<file path="config.mk">
export PLATFORM = sky130hd
export DESIGN_NAME = tap_instruction_and_debug_channel
export DESIGN_NICKNAME = d
export VERILOG_FILES = /design/src/tap_instruction_and_debug_channel.v /design/src/sync_edge.v /design/src/tap_fsm.v
export VERILOG_INCLUDE_DIRS = /design/src
export SDC_FILE = /design/constraint.sdc
export NUM_CORES = 1
export LEC_CHECK = 0
export ABC_AREA = 1
export BUFFER_PORTS_ARGS = -buffer_cell sky130_fd_sc_hd__buf_2
export CORE_MARGIN = 2
export CORE_UTILIZATION = 55
export DETAILED_ROUTE_END_ITERATION = 10
export PLACE_DENSITY = 0.77
export SETUP_SLACK_MARGIN = 0.15
export SYNTH_ARGS = -nofsm -noshare
export SYNTH_HDL_FRONTEND = slang
export SYNTH_SLANG_ARGS = --single-unit
export TNS_END_PERCENT = 20
</file>
<file path="constraint.sdc">
create_clock -name clk -period 1.9 [get_ports clk]
set_input_delay 0.095 -clock clk [delete_from_list [all_inputs] [get_ports clk]]
set_output_delay 0.095 -clock clk [all_outputs]
set_load 0.03 [all_outputs]
</file>
<file path="src/tap_debug_map.vh">
// instruction, select, state code and layout constants for the test access port and debug channel
`ifndef TAP_DEBUG_MAP_VH
`define TAP_DEBUG_MAP_VH

`define IR_WIDTH        3
`define IR_EXTEST       3'h0
`define IR_SAMPLE       3'h1
`define IR_DEBUG        3'h2
`define IR_BYPASS       3'h3
`define IR_PROGRAM      3'h4
`define IR_BYPASS_ALT1  3'h5
`define IR_BYPASS_ALT2  3'h7
`define IR_CAPTURE_PAT  3'h1
`define IR_RESET_VALUE  3'h3

`define DBG_WIDTH       10
`define DBG_STATUS_LSB  0
`define DBG_STATUS_MSB  1
`define DBG_BYTE_LSB    2
`define DBG_BYTE_MSB    9
`define PROG_WIDTH      3

`define SEL_BYPASS      2'h0
`define SEL_DEBUG       2'h1
`define SEL_PROGRAM     2'h2

`define ST_RESET        4'h0
`define ST_IDLE         4'h1
`define ST_SEL_DR       4'h2
`define ST_CAP_DR       4'h3
`define ST_SHIFT_DR     4'h4
`define ST_EXIT1_DR     4'h5
`define ST_PAUSE_DR     4'h6
`define ST_EXIT2_DR     4'h7
`define ST_UPD_DR       4'h8
`define ST_SEL_IR       4'h9
`define ST_CAP_IR       4'hA
`define ST_SHIFT_IR     4'hB
`define ST_EXIT1_IR     4'hC
`define ST_PAUSE_IR     4'hD
`define ST_EXIT2_IR     4'hE
`define ST_UPD_IR       4'hF

`endif

</file>
<file path="src/tap_instruction_and_debug_channel.v">
// test access port instruction decode, data register scan and debug channel word
`timescale 1ns/1ps
`default_nettype none
`include "tap_debug_map.vh"
module tap_instruction_and_debug_channel
(
	input  wire       clk,
	input  wire       rst_n,
	input  wire       tckPin,
	input  wire       tmsPin,
	input  wire       tdiPin,
	output reg        tdoOut,
	output reg        tdoOe,
	input  wire [1:0] engineStatus,
	input  wire [7:0] engineTxByte,
	input  wire       engineTxLoad,
	output reg  [7:0] debug_buffer_register,
	output reg        rxByteValid,
	output reg  [2:0] progWord,
	output reg        progWordValid,
	input  wire [2:0] progReadback,
	output reg  [2:0] instruction,
	output reg        debugActive,
	output reg        programActive
);
	// ------------------------------------------------------------------
	// reset release and pin synchronisation
	// ------------------------------------------------------------------
	reg rstMeta_q;
	reg rstSync_q;

	always @(posedge clk or negedge rst_n)
	begin
		if (!rst_n)
		begin
			rstMeta_q <= 1'b0;
			rstSync_q <= 1'b0;
		end
		else
		begin
			rstMeta_q <= 1'b1;
			rstSync_q <= rstMeta_q;
		end
	end

	wire rstN = rstSync_q;
	wire tckRise;
	wire tckFall;
	wire tmsLevel;
	wire tdiLevel;

	sync_edge tckSync
	(
		.clk   (clk),
		.rstN  (rstN),
		.pinIn (tckPin),
		.level (),
		.rise  (tckRise),
		.fall  (tckFall)
	);

	sync_edge tmsSync
	(
		.clk   (clk),
		.rstN  (rstN),
		.pinIn (tmsPin),
		.level (tmsLevel),
		.rise  (),
		.fall  ()
	);

	sync_edge tdiSync
	(
		.clk   (clk),
		.rstN  (rstN),
		.pinIn (tdiPin),
		.level (tdiLevel),
		.rise  (),
		.fall  ()
	);

	// ------------------------------------------------------------------
	// controller
	// ------------------------------------------------------------------
	wire [3:0] state;

	// steps only on tck rises, tms high walks to reset within five
	tap_fsm fsm
	(
		.clk      (clk),
		.rstN     (rstN),
		.tckRise  (tckRise),
		.tmsLevel (tmsLevel),
		.state    (state)
	);

	reg inReset;
	reg inShiftDr;
	reg inShiftIr;
	reg inCapDr;
	reg inCapIr;
	reg inUpdDr;
	reg inUpdIr;

	// flags for the states that act on the scan registers; the rest do nothing here
	always @*
	begin
		inReset   = 1'b0;
		inShiftDr = 1'b0;
		inShiftIr = 1'b0;
		inCapDr   = 1'b0;
		inCapIr   = 1'b0;
		inUpdDr   = 1'b0;
		inUpdIr   = 1'b0;
		case (state)
			`ST_RESET:    inReset   = 1'b1;
			`ST_SHIFT_DR: inShiftDr = 1'b1;
			`ST_SHIFT_IR: inShiftIr = 1'b1;
			`ST_CAP_DR:   inCapDr   = 1'b1;
			`ST_CAP_IR:   inCapIr   = 1'b1;
			`ST_UPD_DR:   inUpdDr   = 1'b1;
			`ST_UPD_IR:   inUpdIr   = 1'b1;
			default:      inReset   = 1'b0;
		endcase
	end

	// ------------------------------------------------------------------
	// instruction register and data register selection
	// ------------------------------------------------------------------
	reg [2:0] irShift_q;
	reg [1:0] select_q;
	reg [1:0] selectNew;

	always @*
	begin
		selectNew = select_q;
		case (irShift_q)
			`IR_DEBUG:       selectNew = `SEL_DEBUG;
			`IR_PROGRAM:     selectNew = `SEL_PROGRAM;
			`IR_BYPASS:      selectNew = `SEL_BYPASS;
			`IR_BYPASS_ALT1: selectNew = `SEL_BYPASS;
			`IR_BYPASS_ALT2: selectNew = `SEL_BYPASS;
			default:         selectNew = select_q;
		endcase
	end

	always @(posedge clk or negedge rstN)
	begin
		if (!rstN)
		begin
			irShift_q   <= `IR_CAPTURE_PAT;
			instruction <= `IR_RESET_VALUE;
			select_q    <= `SEL_BYPASS;
		end
		else if (inReset)
		begin
			instruction <= `IR_RESET_VALUE;
			select_q    <= `SEL_BYPASS;
		end
		else
		begin
			if (tckRise && inCapIr)
				irShift_q <= `IR_CAPTURE_PAT;
			else if (tckRise && inShiftIr)
				irShift_q <= {tdiLevel, irShift_q[2:1]};
			// only an IR update or the reset state changes the instruction
			if (tckFall && inUpdIr)
			begin
				instruction <= irShift_q;
				select_q    <= selectNew;
			end
		end
	end

	always @*
	begin
		debugActive   = (select_q == `SEL_DEBUG);
		programActive = (select_q == `SEL_PROGRAM);
	end

	// ------------------------------------------------------------------
	// data registers
	// ------------------------------------------------------------------
	reg                  bypass_q;
	reg [`DBG_WIDTH-1:0] dbgShift_q;
	reg [2:0]            progShift_q;
	reg [1:0]            status_q;

	// ten-bit word: status in bits 1:0, byte in bits 9:2, lsb first
	always @(posedge clk or negedge rstN)
	begin
		if (!rstN)
		begin
			bypass_q    <= 1'b0;
			dbgShift_q  <= {`DBG_WIDTH{1'b0}};
			progShift_q <= 3'h0;
			status_q    <= 2'h0;
		end
		else
		begin
			status_q <= engineStatus;
			if (tckRise && inCapDr && select_q == `SEL_BYPASS)
				bypass_q <= 1'b0;
			if (tckRise && inShiftDr)
			begin
				case (select_q)
					`SEL_DEBUG:   dbgShift_q  <= {tdiLevel, dbgShift_q[`DBG_WIDTH-1:1]};
					`SEL_PROGRAM: progShift_q <= {tdiLevel, progShift_q[2:1]};
					default:      bypass_q    <= tdiLevel;
				endcase
			end
			else if (tckFall && inUpdDr)
			begin
				// reload from the parallel side for the next scan
				if (select_q == `SEL_DEBUG)
					dbgShift_q <= {debug_buffer_register, status_q};
				else if (select_q == `SEL_PROGRAM)
					progShift_q <= progReadback;
			end
		end
	end

	// ------------------------------------------------------------------
	// parallel buffers
	// ------------------------------------------------------------------
	always @(posedge clk or negedge rstN)
	begin
		if (!rstN)
		begin
			debug_buffer_register <= 8'h00;
			rxByteValid           <= 1'b0;
			progWord              <= 3'h0;
			progWordValid         <= 1'b0;
		end
		else
		begin
			rxByteValid   <= 1'b0;
			progWordValid <= 1'b0;
			if (tckFall && inUpdDr && select_q == `SEL_DEBUG)
			begin
				// one shared buffer for both directions
				debug_buffer_register <= dbgShift_q[`DBG_BYTE_MSB:`DBG_BYTE_LSB];
				rxByteValid           <= 1'b1;
			end
			else if (engineTxLoad)
				debug_buffer_register <= engineTxByte;
			if (tckFall && inUpdDr && select_q == `SEL_PROGRAM)
			begin
				progWord      <= progShift_q;
				progWordValid <= 1'b1;
			end
		end
	end

	// ------------------------------------------------------------------
	// test data output
	// ------------------------------------------------------------------
	reg serialBit;

	always @*
	begin
		serialBit = bypass_q;
		if (inShiftIr)
			serialBit = irShift_q[0];
		else if (select_q == `SEL_DEBUG)
			serialBit = dbgShift_q[0];
		else if (select_q == `SEL_PROGRAM)
			serialBit = progShift_q[0];
	end

	always @(posedge clk or negedge rstN)
	begin
		if (!rstN)
		begin
			tdoOut <= 1'b1;
			tdoOe  <= 1'b0;
		end
		else if (tckFall)
		begin
			tdoOut <= serialBit;
			tdoOe  <= inShiftIr | inShiftDr;
		end
	end
endmodule
`default_nettype wire

</file>
<file path="src/sync_edge.v">
// two-flop synchroniser with rise and fall pulses for one pin
`timescale 1ns/1ps
`default_nettype none
module sync_edge
(
	input  wire clk,
	input  wire rstN,
	input  wire pinIn,
	output wire level,
	output wire rise,
	output wire fall
);
	reg meta_q;
	reg sync_q;
	reg prev_q;

	always @(posedge clk or negedge rstN)
	begin
		if (!rstN)
		begin
			meta_q <= 1'b0;
			sync_q <= 1'b0;
			prev_q <= 1'b0;
		end
		else
		begin
			meta_q <= pinIn;
			sync_q <= meta_q;
			prev_q <= sync_q;
		end
	end

	assign level = sync_q;
	assign rise  = sync_q & ~prev_q;
	assign fall  = ~sync_q & prev_q;
endmodule
`default_nettype wire

</file>
<file path="src/tap_fsm.v">
// sixteen-state test access port controller advanced on test clock rising edges
`timescale 1ns/1ps
`default_nettype none
`include "tap_debug_map.vh"
module tap_fsm
(
	input  wire       clk,
	input  wire       rstN,
	input  wire       tckRise,
	input  wire       tmsLevel,
	output wire [3:0] state
);
	reg [3:0] state_q;
	reg [3:0] state_d;

	// --------------------------------------------------------------
	// next state
	// --------------------------------------------------------------
	always @*
	begin
		state_d = state_q;
		case (state_q)
			`ST_RESET:    state_d = tmsLevel ? `ST_RESET : `ST_IDLE;
			`ST_IDLE:     state_d = tmsLevel ? `ST_SEL_DR : `ST_IDLE;
			`ST_SEL_DR:   state_d = tmsLevel ? `ST_SEL_IR : `ST_CAP_DR;
			`ST_CAP_DR:   state_d = tmsLevel ? `ST_EXIT1_DR : `ST_SHIFT_DR;
			`ST_SHIFT_DR: state_d = tmsLevel ? `ST_EXIT1_DR : `ST_SHIFT_DR;
			`ST_EXIT1_DR: state_d = tmsLevel ? `ST_UPD_DR : `ST_PAUSE_DR;
			`ST_PAUSE_DR: state_d = tmsLevel ? `ST_EXIT2_DR : `ST_PAUSE_DR;
			`ST_EXIT2_DR: state_d = tmsLevel ? `ST_UPD_DR : `ST_SHIFT_DR;
			`ST_UPD_DR:   state_d = tmsLevel ? `ST_SEL_DR : `ST_IDLE;
			`ST_SEL_IR:   state_d = tmsLevel ? `ST_RESET : `ST_CAP_IR;
			`ST_CAP_IR:   state_d = tmsLevel ? `ST_EXIT1_IR : `ST_SHIFT_IR;
			`ST_SHIFT_IR: state_d = tmsLevel ? `ST_EXIT1_IR : `ST_SHIFT_IR;
			`ST_EXIT1_IR: state_d = tmsLevel ? `ST_UPD_IR : `ST_PAUSE_IR;
			`ST_PAUSE_IR: state_d = tmsLevel ? `ST_EXIT2_IR : `ST_PAUSE_IR;
			`ST_EXIT2_IR: state_d = tmsLevel ? `ST_UPD_IR : `ST_SHIFT_IR;
			`ST_UPD_IR:   state_d = tmsLevel ? `ST_SEL_DR : `ST_IDLE;
			default:      state_d = `ST_RESET;
		endcase
	end

	// state moves only on a test clock rise, so a stopped clock holds it
	always @(posedge clk or negedge rstN)
	begin
		if (!rstN)
			state_q <= `ST_RESET;
		else if (tckRise)
			state_q <= state_d;
	end

	assign state = state_q;
endmodule
`default_nettype wire

</file>
==> After elaboration in Yosys (flattened, before gate mapping) <==
Cells that the tools add are included.
{ "op_classes": {"n_eq_ne": 27, "multipliers": 0, "bitwise_logic": 6, "shift": 0, "n_div": 0, "n_mux": 46, "magnitude_cmp": 0, "addsub": 0, "n_reduce_logical": 25} }
{ "ops": {"columns": ["op", "n"], "rows": [
  ["4-bit one-hot mux with 12 select lines", 1],
  ["10-bit two-way mux", 4],
  ["3-bit two-way mux", 11],
  ["4-bit == test (second input constant)", 8],
  ["1-bit two-way mux", 18],
  ["4-bit by 3-bit == test with 1-bit output (second input constant)", 4],
  ["4-bit two-way mux", 4],
  ["8-bit two-way mux", 2],
  ["2-bit two-way mux", 5],
  ["3-bit == test (second input constant)", 3],
  ["1-bit logical AND", 9],
  ["4-bit by 2-bit == test with 1-bit output (second input constant)", 2],
  ["2-bit inequality test (second input constant)", 4],
  ["2-bit nonzero test", 4],
  ["3-bit by 2-bit == test with 1-bit output (second input constant)", 2],
  ["2-bit one-hot mux with 3 select lines", 1],
  ["2-bit OR reduction", 3],
  ["3-bit OR reduction", 2],
  ["4-bit by 1-bit == test with 1-bit output (second input constant)", 1],
  ["4-bit zero test", 1],
  ["2-bit AND reduction", 2],
  ["4-bit AND reduction", 1],
  ["4-bit nonzero test", 1],
  ["1-bit NOT", 3],
  ["7 further kinds", 8]
]} }
{ "totals": {"out_inout_bits": 20, "register_bits": 52, "memories": 0, "latch_bits": 0, "rom_bits": 0, "mem_bits_rw": 0} }

==> Longest topological paths before layout <==
Gate-level depths: netlist of run 1.
{ "depth": {"word_depth": 7, "depth_mapped": 10, "ltp_nobuf": 9} }

==> Hierarchy <==
From an unflattened synthesis of run 1, not the netlist that was laid out.
{ "unflattened": {"hier_cells": 343, "hier_area_um2": 2731.4} }
{ "by_module_without_submodules": {"columns": ["module", "n_inst", "area_each_um2", "seq_area_each_um2", "cells_each"], "rows": [
  ["tap_instruction_and_debug_channel", 1, 2037.0, 1031.0, 250],
  ["tap_fsm", 1, 424.2, 100.1, 72],
  ["sync_edge", 3, 90.1, 75.1, 7]
]} }

==> Worst setup path before layout of run 1 <==
Ideal clock, no wire load.
{ "synth_timing": {"path_type": "register to register", "startpoint": "register select_q[1]", "endpoint": "register debug_buffer_register[7]", "t_required_ns": 1.775, "path_buffers": 2, "slack_ns": 0.401, "arrival_ns": 1.374, "stages_incl_launch_ff": 8, "path_cell_list": "dfrtp_1 > inv_1 > ha_1 > nand2_2 > buf_6 > buf_6 > nand3_2 > nand3_1"} }
{ "synth_between": {"elab_chain_cells": 3, "word_cells_on_any_way": 4, "classes_between": "eq/ne (1); mux (1); reduce/logical (2)"} }
{ "synth_rtl": {"columns": ["element", "line", "text"], "rows": [
  ["start, declared", "tap_instruction_and_debug_channel.v:131", "reg [1:0] select_q;"],
  ["start signal, assigned", "tap_instruction_and_debug_channel.v:153", "select_q <= `SEL_BYPASS;"],
  ["start signal, assigned", "tap_instruction_and_debug_channel.v:158", "select_q <= `SEL_BYPASS;"],
  ["start signal, assigned", "tap_instruction_and_debug_channel.v:170", "select_q <= selectNew;"],
  ["2-bit by 1-bit == test with 1-bit output (*)", null, null],
  ["net debugActive", "tap_instruction_and_debug_channel.v:23", "output reg debugActive,"],
  ["1-bit logical AND (no line) (*)", null, null],
  ["8-bit two-way mux / 2-bit nonzero test (equally long branches)", null, null],
  ["end signal, assigned", "tap_instruction_and_debug_channel.v:242", "debug_buffer_register <= dbgShift_q[`DBG_BYTE_MSB:`DBG_BYTE_LSB];"],
  ["end signal, assigned", "tap_instruction_and_debug_channel.v:246", "debug_buffer_register <= engineTxByte;"],
  ["end, declared", "tap_instruction_and_debug_channel.v:17", "output reg [7:0] debug_buffer_register,"]
]} }
Mark *: on every way through the listed nets, which the timed path passes. The rest lies on a longest branch.
A chain may end at the register's enable or synchronous reset.

==> Worst setup path after layout of run 1 <==
{ "layout_timing": {"startpoint": "register fsm.state_q[0], in the netlist fsm.state[0]", "endpoint": "register debug_buffer_register[4]"} }
{ "layout_between": {"elab_chain_cells": 5, "word_cells_on_any_way": 6, "classes_between": "eq/ne (1); mux (2); reduce/logical (3)"} }
{ "layout_rtl": {"columns": ["element", "line", "text"], "rows": [
  ["start, declared", "tap_fsm.v:13", "reg [3:0] state_q;"],
  ["start signal, assigned", "tap_fsm.v:47", "state_q <= `ST_RESET;"],
  ["start signal, assigned", "tap_fsm.v:49", "state_q <= state_d;"],
  ["4-bit == test (*)", "tap_instruction_and_debug_channel.v:115", "case (state)"],
  ["1-bit two-way mux (*)", "tap_instruction_and_debug_channel.v:115", null],
  ["1-bit logical AND (*)", "tap_instruction_and_debug_channel.v:239", "if (tckFall && inUpdDr && select_q == `SEL_DEBUG)"],
  ["1-bit logical AND (no line) (*)", null, null],
  ["8-bit two-way mux / 2-bit nonzero test (equally long branches)", null, null]
]} }
Every way passes the cells marked *; elsewhere a longest branch is shown, timed or not.

==> metrics.txt, run 1 <==
status=finished, final reports clean; crit path cell chain=nor2_4 > nand2_2 > nor2_4 > nand2_2 > buf_4 > nand3_1 > nand3_1; core region area=roughly 4400 sq um; sequential cell area fraction in the yosys report=roughly half; Initial Util=between 50 and 60%; Synth Net Count=~340; Avg Vias per Cell=5.30; fmax=roughly 620 MHz; hold crit path type=in2reg; largest net degree at the start of global routing=42; routed len/inst=~13 um; Die Span Y=slightly above 70 um; RSZ-0062 raised after global routing=false; number of port buffers=38; DRT iter0 DRCs=approximately 160; critical path class=reg2reg; Final Cycle Share=between 80% and 90%; Seq. cell area=1310 sq um; I/O pin cnt=39; max-cap violation count=0; share of cells above drive strength 1=22.4%; Final Hold Fails=0; clock-pin slew on the worst setup and hold paths=~0.09 ns; Slew Viols, Final=0; TritonCTS clock tree=yes; DP Area=2830 sq um; internal reg-to-reg setup slack=0.30 ns; drt total wl=roughly 5.2 mm; first-pass GRT wire length=8.94 mm; critical path required time=2.09 ns; fillers=roughly 390; Critical Path AT=around 1.8 ns; buffers and inverters on the worst path=1; area of the multi-input gates=approximately 1100 sq um; cell count after synthesis=around 320; CP max stage delay=approximately 0.48 ns; Static Leakage=roughly 1.5 nW; area growth from synthesis to layout=15.5%; Total GRT Usage=between 20% and 30%; Sum Neg Setup Slack=0 ns; worst-case clock buffer depth=2; syn_area_per_cell=8.16 sq um; CP startpoint kind=flop; Tmin final=1.60 ns; vias=between 2000 and 2500; H-tree Lvls=2; Setup Buffers After CTS=0; antenna violations before repair=0; DRT antenna net count=0; Num CTS Buffers=5; setup violators final=0; Final Cell Area=2990 sq um; root buf cell=clkbuf_8; Ant. Diodes=0; DP HPWL=3.82 mm; Die W=72.6 um; CTS sink cnt=52; mapped cell area=approximately 2600 sq um; Worst IR Drop VDD=~0.00063 V; number of global-route vias before repair=roughly 2100; worst-path maximum fanout=13; clock skew=~0.012 ns; Die ar.=about 5300 sq um; CP Capture Type=flop; yosys warns=0; drt first pass iters=5; slowest CP cell=dfrtp_1; Final Wtd Congestion=between 0.8 and 0.9; FF+latch count, synth=52; DRC viols=0; nets=~390; Largest delay share family, worst path=simple AND/OR/NAND/NOR gates; power per cell area=roughly 1200 nW/um^2; Clk Latency, worst-skew pair=between 0.3 and 0.4 ns; total congestion overflow=0; cell row count=24; library cells used by synthesis=27
[Yosys cell counts]
| library cell | count | share of area, % |
|---|---|---|
| nand2_1 | 96 | 14 |
| dfrtp_1 | 48 | 46 |
| nand3_1 | 42 | 8.1 |
| inv_1 | 28 | 4.1 |
| o21ai_0 | 20 | 3.9 |
| nor2_1 | 16 | 2.3 |
| o21ai_1 | 12 | 2.3 |
| nand3_2 | 9 | 3.5 |
| inv_2 | 7 | 1.0 |
| a21oi_1 | 4 | 0.77 |
| dfstp_2 | 4 | 4.1 |
| nand2_2 | 4 | 0.97 |
| nor2_4 | 4 | 1.7 |
| buf_2 | 3 | 0.58 |
| buf_6 | 3 | 1.3 |
| ha_1 | 3 | 1.5 |
| a31oi_1 | 2 | 0.48 |
| nor2_2 | 2 | 0.48 |
| o211ai_1 | 2 | 0.58 |
| buf_4 | 1 | 0.29 |
| clkbuf_1 | 1 | 0.14 |
| clkinv_1 | 1 | 0.14 |
| conb_1 | 1 | 0.14 |
| nand2_4 | 1 | 0.44 |
| nand4_1 | 1 | 0.24 |
| o22a_1 | 1 | 0.34 |
| o22ai_1 | 1 | 0.24 |
[layout by cell type (no fill, tap or decap), types with 6 or more instances in the layout]
cell	Yosys	final
buf_2	3	38
clkbuf_8	0	6
dfrtp_1	48	47
dlygate4sd3_1	0	6
inv_1	28	28
inv_2	7	7
nand2_1	96	96
nand3_1	42	42
nand3_2	9	9
nor2_1	16	16
o21ai_0	20	20
o21ai_1	12	12
[kinds of logic after synthesis]
| logic type | count (synthesis) | synth area share [%] |
|---|---|---|
| buffers and inverters | 44 | 7.55 |
| flip-flops | 52 | 50.5 |
| adder cells (fa/ha/maj) | 3 | 1.45 |
| other | 1 | 0.145 |
| AO/OA/AOI/OAI | 42 | 8.61 |
| AND/OR/NAND/NOR | 175 | 31.7 |
[metrics by stage]
step	total power, W	cells	setup slack (ns)	utilization (%)	hold WS [ns]
global placement	0.00279	404	0.392	63.7	-0.119
floorplan	0.00255	317	0.352	-	-0.201
CTS	0.00349	418	0.313	67.2	0.0262
global route	0.00375	418	0.178	67.2	0.0382
finish	0.00348	418	0.300	67.2	0.0272
detailed placement	0.00283	404	0.324	63.7	-0.119
[flip-flops by register name (all words and copies together) (netlist names), 2 cells and up]
| register | count |
|---|---|
| select_q | 2 |
| instruction | 3 |
| fsm.state | 4 |
| progWord | 3 |
| debug_buffer_register | 8 |
| irShift_q | 3 |
| dbgShift_q | 10 |
| progShift_q | 3 |
| status_q | 2 |
[layout make-up]
| cell class | instances | area share (%) |
|---|---|---|
| flip-flops and latches | 52 | 43.8 |
| multi-input cells | 221 | 36.3 |
| inverters | 36 | 4.52 |
| clock buffers | 7 | 2.89 |
| clock inverters | 1 | 0.251 |
| well taps | 52 | 2.18 |
| repair buffers | 49 | 10.1 |
[worst min-delay path, stage by stage]
cell and delay [ns]:
buf_2 0.07, nand3_1 0.06, nand3_1 0.08
[worst paths after layout]
kind                       cells after the start            start                        to
max in group asynchronous                      1             rstN            instruction[0]
setup reg to reg                               7     fsm.state[0]  debug_buffer_register[4]
hold / removal                                 3  engineTxByte[5]  debug_buffer_register[5]
min in group asynchronous                      2            rst_n                      rstN
setup / recovery                               7     fsm.state[0]  debug_buffer_register[4]
hold reg to reg                                0             rstN  debug_buffer_register[1]
[timing repair]
item                                   4_1_cts  5_1_grt
hold buffers                                 6        0
endpoints found under the hold margin        7        0
resized for setup                            0        0
[layer usage]
layer	vias up	global-route usage, %	share of wire [%]
li1	1117	-	-
met1	1017	29.3	46
met2	74	35.6	47
met3	7	4.56	5.5
met4	0	9.88	1.4
met5	-	0	0
[power breakdown]
part	total, W	leakage (nW)	switching (W)	internal, W
Clock	0.000651	0.0445	0.000354	0.000296
Sequential	0.00158	0.615	0.000213	0.00137
Combinational	0.00125	0.835	0.000832	0.000414
Total	0.00348	1.49	0.00140	0.00208
Note: power is estimated with default switching activity, not from simulation.
==> run 2: changes to the inputs <==
--- a/config.mk
+++ b/config.mk
@@ -6,12 +6,12 @@
 export SDC_FILE = /design/constraint.sdc
 export NUM_CORES = 1
 export LEC_CHECK = 0
-export ABC_AREA = 1
+export ABC_AREA = 0
 export BUFFER_PORTS_ARGS = -buffer_cell sky130_fd_sc_hd__buf_2
 export CORE_MARGIN = 2
-export CORE_UTILIZATION = 55
+export CORE_UTILIZATION = 51
 export DETAILED_ROUTE_END_ITERATION = 10
-export PLACE_DENSITY = 0.77
+export PLACE_DENSITY = 0.76
 export SETUP_SLACK_MARGIN = 0.15
 export SYNTH_ARGS = -nofsm -noshare
 export SYNTH_HDL_FRONTEND = slang
==> constraint.sdc (replaced) <==
create_clock -name clk -period 1.35 [get_ports clk]
set_input_delay 0.0675 -clock clk [delete_from_list [all_inputs] [get_ports clk]]
set_output_delay 0.0675 -clock clk [all_outputs]
set_load 0.03 [all_outputs]
==> run 2 against run 1 <==
The flow now finishes with violations (setup timing); register-to-register slack lost 0.78 ns; total power grew 48%; first-iteration DRC count shrank 40%; sequential cell count is the same; sequential share of layout area shrank 7.9 points; highest routed layer unchanged; maximum frequency shrank 13%.
==> metrics.txt, run 2 <==
routed len/inst=16.1 um (+29%); drt first pass iters=4 (-1); share of the synthesized area in the top cell type=48.0% (+1.6 points); mapped cell area=2500 sq um (-3.3%); xor/xnor share of the synthesized area=0% (unchanged); Gate power share=38.6% (+2.8 points); dominant synthesized flop cell=dfrtp_1; DRT antenna net count=0 (unchanged); Worst R2R Start=fsm.state[1]; RSZ-0062 raised after global routing=true; largest net degree at the start of global routing=41 (-2.4%); complex-gate fraction of the synthesized area=11.1% (+2.5 points); Slew Viols, Final=0 (unchanged); Synth Net Count=247 (-27%); Non-Filler Instances=372 (-11%); clock share of power=23.6% (+4.9 points); root buf cell=clkbuf_8; Hold Path Stages=3 (unchanged); area growth from synthesis to layout=45.9%; slowest CP cell=dfrtp_2; crit path cell chain=nor4b_4 > and2_4 > buf_12 > mux2_4 > mux2_4; number of flops mapped to enable cells by yosys=0 (unchanged); H-tree Lvls=2 (unchanged); Worst IR Drop VDD=0.000859 V (+37%); Clk Latency, worst-skew pair=0.31 ns (about the same); vias=1990 (-10%); placed cells=349 (-14%); syn_area_per_cell=11.1 sq um (+36%); Sum Neg Setup Slack=-11.62 ns (-11.62 ns); Tmin final=1.83 ns (+0.229 ns); adder-cell area share of the yosys netlist=1.50% (+0.050 points); Die W=74.0 um (+2.0%); Static Leakage=1.64 nW (+10%); worst-path maximum fanout=7 (-6); NetSw=0.00165 W (+18%); count leader, synth=dfrtp_1; antenna violations before repair=0 (unchanged); FF+latch count, synth=52 (unchanged); CP Capture Type=flop; cell row count=25 (+4.2%); post-synth top area cell=dfrtp_1; Die Span Y=74.0 um (+2.0%); commonest cells in the netlist=48 x dfrtp_1, 19 x a21oi_1, 19 x nor2_1; Final Hold Fails=0 (unchanged); total congestion overflow=0 (unchanged); Final Wtd Congestion=0.792 (-12%); Critical Path AT=2.03 ns (+0.24 ns); sw frac=32.0% (-8.2 points); TritonCTS clock tree=yes; P_int=0.00351 W (+69%); setup violators final=38 (+38); CP startpoint kind=flop; I/O pin cnt=39 (unchanged); clock-pin slew on the worst setup and hold paths=0.09 ns (about the same); clock skew=0.00877 ns (-0.00309 ns); Post-synth ARST share=100% (unchanged); max-cap violation count=0 (unchanged); fillers=282 (-28%); share of cells above drive strength 1=54.8% (+32 points); multiplexer area fraction after synthesis=18.4% (+18 points); Worst Min Path Start=engineTxByte[0]; DP Area=3080 sq um (+8.6%); Die ar.=5480 sq um (+4.0%); nets=327 (-16%); Synth area leaders=dfrtp_1 48%, mux2_1 8.1%, mux2_2 6.3%; commonest non-fill, non-tap cell in the layout=dfrtp_1; DP HPWL=3.45 mm (-9.7%); cell count after synthesis=225 (-29%); largest family of logic cells by synthesized area=multiplexers; sequential cell area fraction in the yosys report=52.3% (+1.7 points); reg2reg path depth=5 (-2); final setup margin=-0.480 ns (-0.779 ns); most frequent CP cell=mux2_4; post-layout util=77.2% (+10 points); Initial Util=52.9% (-5.3 points); max reg flops=10 (unchanged); hold crit path type=in2reg; buffers and inverters on the worst path=1 (unchanged); Ant. Diodes=0 (unchanged); Largest delay share family, worst path=multiplexers; FF-to-FF End=dbgShift_q[3]; Final Cell Area=3650 sq um (+22%); most frequent cells in the layout=45 x dfrtp_1, 36 x buf_2, 22 x buf_4, 20 x mux2_4, 17 x a21oi_1; internal reg-to-reg setup slack=-0.48 ns (-0.78 ns); library cells used by synthesis=43 (+59%); number of port buffers=38 (unchanged); DRT iter0 DRCs=96 (-40%); power per cell area=1410 nW/um^2 (+22%); yosys warns=0 (unchanged); first-pass GRT wire length=9.17 mm (+2.6%); worst-case clock buffer depth=2 (unchanged); fmax=547 MHz (-13%); register share of total power=37.8% (-7.6 points); critical path class=reg2reg; Hold EP=debug_buffer_register[0]; DRC viols=0 (unchanged); core region area=4720 sq um (+6.3%); number of global-route vias before repair=1873 (-9.4%); Num CTS Buffers=5 (unchanged); Final Cycle Share=136% (+51 points); CTS sink cnt=52 (unchanged); Simple-Gate Fraction of Synth Area=12.7% (-19 points); critical path required time=1.55 ns (-0.54 ns); Total GRT Usage=22.6% (+0.42 points); CP max stage delay=0.44 ns (-0.04 ns); Avg Vias per Cell=5.35 (+0.95%); Top reg by flops=dbgShift_q; drt total wl=6.00 mm (+15%); status=finished, violations left; failing checks=setup timing
run 2: area by class of cell:
class | count | area, sq um | share of cell area, %
timing repair buffer | 86 | 724 | 19.9
clock buffer | 5 | 68.8 | 1.89
tap | 67 | 83.8 | 2.30
clock inverter | 2 | 60.1 | 1.65
inverter | 9 | 33.8 | 0.926
multi-input combinational | 151 | 1370 | 37.5
sequential | 52 | 1310 | 35.9
run 2: power groups by stage:
| stage | registers, W | logic, W | clock network (W) |
|---|---|---|---|
| floorplan | 0.00204 | 0.000914 | 0 |
| global placement | 0.00194 | 0.00144 | 0 |
| detailed placement | 0.00196 | 0.00147 | 0 |
| CTS | 0.00194 | 0.00179 | 0.00124 |
| global route | 0.00198 | 0.00215 | 0.00131 |
| finish | 0.00195 | 0.00199 | 0.00122 |
run 2: cell families after synthesis:
| kind of cell | count (synthesis) |
|---|---|
| buffers and inverters | 22 |
| muxes | 42 |
| DFF | 52 |
| adders and majority gates | 3 |
| and+or+nand+nor | 60 |
| AOI/OAI and AO/OA | 45 |
| other | 1 |
run 2: how the worst max path moves through the flow:
stage                 start              to  slack [ns]  depth (start not counted)
2_1_floorplan  fsm.state[3]   dbgShift_q[0]       -0.47                          7
3_3_place_gp   fsm.state[1]  progShift_q[1]       -0.42                          5
3_5_place_dp   fsm.state[1]  progShift_q[1]       -0.47                          5
4_1_cts        fsm.state[1]  progShift_q[1]       -0.45                          7
5_1_grt        fsm.state[1]  progShift_q[0]       -0.55                          7
6_report       fsm.state[1]   dbgShift_q[3]       -0.48                          5
run 2: tightest hold or removal path, stage by stage:
cell and delay [ns]:
buf_2 0.07, mux2i_1 0.07, a21oi_2 0.13
run 2: metrics by stage:
step | hold slack (ns) | setup WS [ns] | power [W]
floorplan | -0.228 | -0.471 | 0.00295
finish | 0.0645 | -0.480 | 0.00516
CTS | 0.0513 | -0.450 | 0.00497
global placement | -0.147 | -0.415 | 0.00338
detailed placement | -0.145 | -0.466 | 0.00343
global route | 0.0564 | -0.547 | 0.00544
run 2: layer usage:
layer	GRT usage (%)	share of wire [%]
met2	38.6	51
met4	7.88	2.1
met1	29.6	44
met3	3.25	2.9
met5	0	0
run 2: repair_timing:
action                                 in CTS  in global routing
hold buffers                                6                  0
resized for setup                          50                 28
gates cloned                                2                  0
setup endpoints to repair                  43                 43
setup buffers                               6                  2
endpoints found under the hold margin       7                  0
pin swaps                                  11                  7
==> run 3: changes to the inputs <==
--- a/config.mk
+++ b/config.mk
@@ -12,6 +12,7 @@
 export CORE_UTILIZATION = 51
 export DETAILED_ROUTE_END_ITERATION = 10
 export PLACE_DENSITY = 0.76
+export REMOVE_ABC_BUFFERS = 1
 export SETUP_SLACK_MARGIN = 0.15
 export SYNTH_ARGS = -nofsm -noshare
 export SYNTH_HDL_FRONTEND = slang
==> run 3 against run 2 <==
The flow still finishes with violations (setup timing); sequential power is essentially flat; final cell count decreased by 1.3%; non-clock buffer count is 6 lower; global-route usage down 1.8 points; critical path depth stayed put; clock skew grew 0.0043 ns; register-to-register slack gained 0.02 ns; maximum frequency increased by 1.0%; highest routed layer unchanged.
==> metrics.txt, run 3 (synthesis results as in run 2) <==
fillers=312 (+11%); Worst IR Drop VDD=0.00127 V (+48%); drt total wl=5.65 mm (-5.8%); Top reg by flops=dbgShift_q; CP max stage delay=0.42 ns (-0.02 ns); Tot Pwr=0.00492 W (-4.6%); antenna violations before repair=0 (unchanged); DRT iter0 DRCs=94 (-2.1%); clock skew=0.0131 ns (+0.00435 ns); clock-pin slew on the worst setup and hold paths=0.10 ns (about the same); CTS sink cnt=52 (unchanged); DP Area=2990 sq um (-2.7%); core region area=4720 sq um (unchanged); I/O pin cnt=39 (unchanged); worst-path maximum fanout=7 (unchanged); DRT antenna net count=0 (unchanged); Die W=74.0 um (unchanged); Largest delay share family, worst path=multiplexers; final hold slack=0.0537 ns (-0.0108 ns); Die ar.=5480 sq um (unchanged); first-pass GRT wire length=8.71 mm (-5.0%); worst-case clock buffer depth=2 (unchanged); failing checks=setup timing; max-cap violation count=0 (unchanged); drt first pass iters=4 (unchanged); share of cells above drive strength 1=45.3% (-9.4 points); crit path cell chain=nor4b_4 > and2_4 > clkbuf_16 > mux2_4 > mux2_4; most frequent CP cell=mux2_4; commonest non-fill, non-tap cell in the layout=dfrtp_1; reg2reg path depth=5 (unchanged); slowest CP cell=dfrtp_1; TritonCTS clock tree=yes; Clk Latency, worst-skew pair=0.31 ns (about the same); Worst R2R Start=fsm.state[1]; Ant. Diodes=0 (unchanged); Die Span Y=74.0 um (unchanged); fmax=552 MHz (+1.0%); nets=321 (-1.8%); internal reg-to-reg setup slack=-0.46 ns (+0.02 ns); routed len/inst=15.4 um (-4.6%); total congestion overflow=0 (unchanged); H-tree Lvls=2 (unchanged); Num CTS Buffers=5 (unchanged); Slew Viols, Final=0 (unchanged); area of the multi-input gates=1250 sq um (-8.8%); buffers and inverters on the worst path=1 (unchanged); number of port buffers=38 (unchanged); largest net degree at the start of global routing=19 (-54%); RSZ-0062 raised after global routing=true; setup violators final=39 (+2.6%); max reg flops=10 (unchanged); critical path class=reg2reg; Critical Path AT=2.01 ns (-0.02 ns); critical path required time=1.55 ns (about the same); Final Hold Fails=0 (unchanged); Final Wtd Congestion=0.811 (+2.5%); power per cell area=1440 nW/um^2 (+1.8%); cell row count=25 (unchanged); Tmin final=1.81 ns (-0.0187 ns); Final Cell Area=3420 sq um (-6.2%); number of global-route vias before repair=1949 (+4.1%); hold crit path type=in2reg; final setup margin=-0.461 ns (+0.0187 ns); DRC viols=0 (unchanged); area growth from synthesis to layout=36.8%; Setup crit end=dbgShift_q[0]; Hold Path Stages=3 (unchanged); Final Cycle Share=134% (-1.4 points); vias=1949 (-2.1%); Initial Util=52.9% (unchanged); Avg Vias per Cell=5.31 (-0.73%); CP startpoint kind=flop; Critical Path Source=fsm.state[1]; Static Leakage=1.55 nW (-5.5%); Total GRT Usage=20.8% (-1.8 points); Seq. cell area=1310 sq um (about the same); status=finished, violations left; CP Capture Type=flop; DP HPWL=3.64 mm (+5.3%); most frequent cells in the layout=46 x dfrtp_1, 36 x buf_2, 26 x buf_4, 18 x a21oi_1, 16 x mux2_4; FF-to-FF End=dbgShift_q[0]; root buf cell=clkbuf_8; Levels on crit path=5 (unchanged)
run 3: cell types whose count changed in the layout (fill, tap and decap cells not counted), sizes merged:
cell	previous run	this run
buf	80	73
clkbuf	5	7
run 3: worst register-to-register path: stages, from the launching register on:
cell and delay [ns]:
dfrtp_1 0.42, nor4b_4 0.33, and2_4 0.22, clkbuf_16 0.16
mux2_4 0.30, mux2_4 0.27
run 3: cell type report:
class,count,area share (%)
multi-input combinational,151,36.5
clock buffer,6,2.12
tap,67,2.45
sequential,52,38.3
inverter,9,0.988
clock inverter,2,1.76
timing repair buffer,80,18.0
run 3: per-stage QoR:
| step | util [%] | setup TNS, ns | cells | worst slack [ns] |
|---|---|---|---|---|
| 2_1_floorplan | - | -23.75 | 212 | -0.820 |
| 3_3_place_gp | 63.4 | -7.68 | 351 | -0.409 |
| 3_5_place_dp | 63.4 | -9.99 | 351 | -0.465 |
| 4_1_cts | 69.0 | -8.67 | 365 | -0.456 |
| 5_1_grt | 72.4 | -13.11 | 367 | -0.519 |
| 6_report | 72.4 | -10.50 | 367 | -0.461 |
run 3: what timing repair did:
action                                  4_1_cts  5_1_grt
gates cloned                                  0        1
resized for setup                            21       32
hold buffers                                  6        0
setup buffers                                 0        1
endpoints found under the setup margin       43       43
pin swaps                                     3        5
hold endpoints to repair                      7        0
run 3: worst min-delay path by stage:
stage | endpoint | start
finish | debug_buffer_register[5] | engineTxByte[5]
global route | rstN | rst_n
CTS | rstN | rst_n
detailed placement | rstMeta_q | rst_n
global placement | rstMeta_q | rst_n
floorplan | rstMeta_q | rst_n
run 3: metal layers:
metal	share of wire, %	track usage (%)
met1	45	27.7
met2	50	33.6
met3	4.7	4.07
met4	0.83	8.89
met5	0	0
run 3: power by group:
group          total (W)  leakage, nW  internal [W]  switching (W)
clock            0.00125       0.0654      0.000741       0.000505
sequential       0.00193        0.610       0.00175       0.000180
combinational    0.00175        0.878      0.000874       0.000872
total            0.00492         1.55       0.00337        0.00156
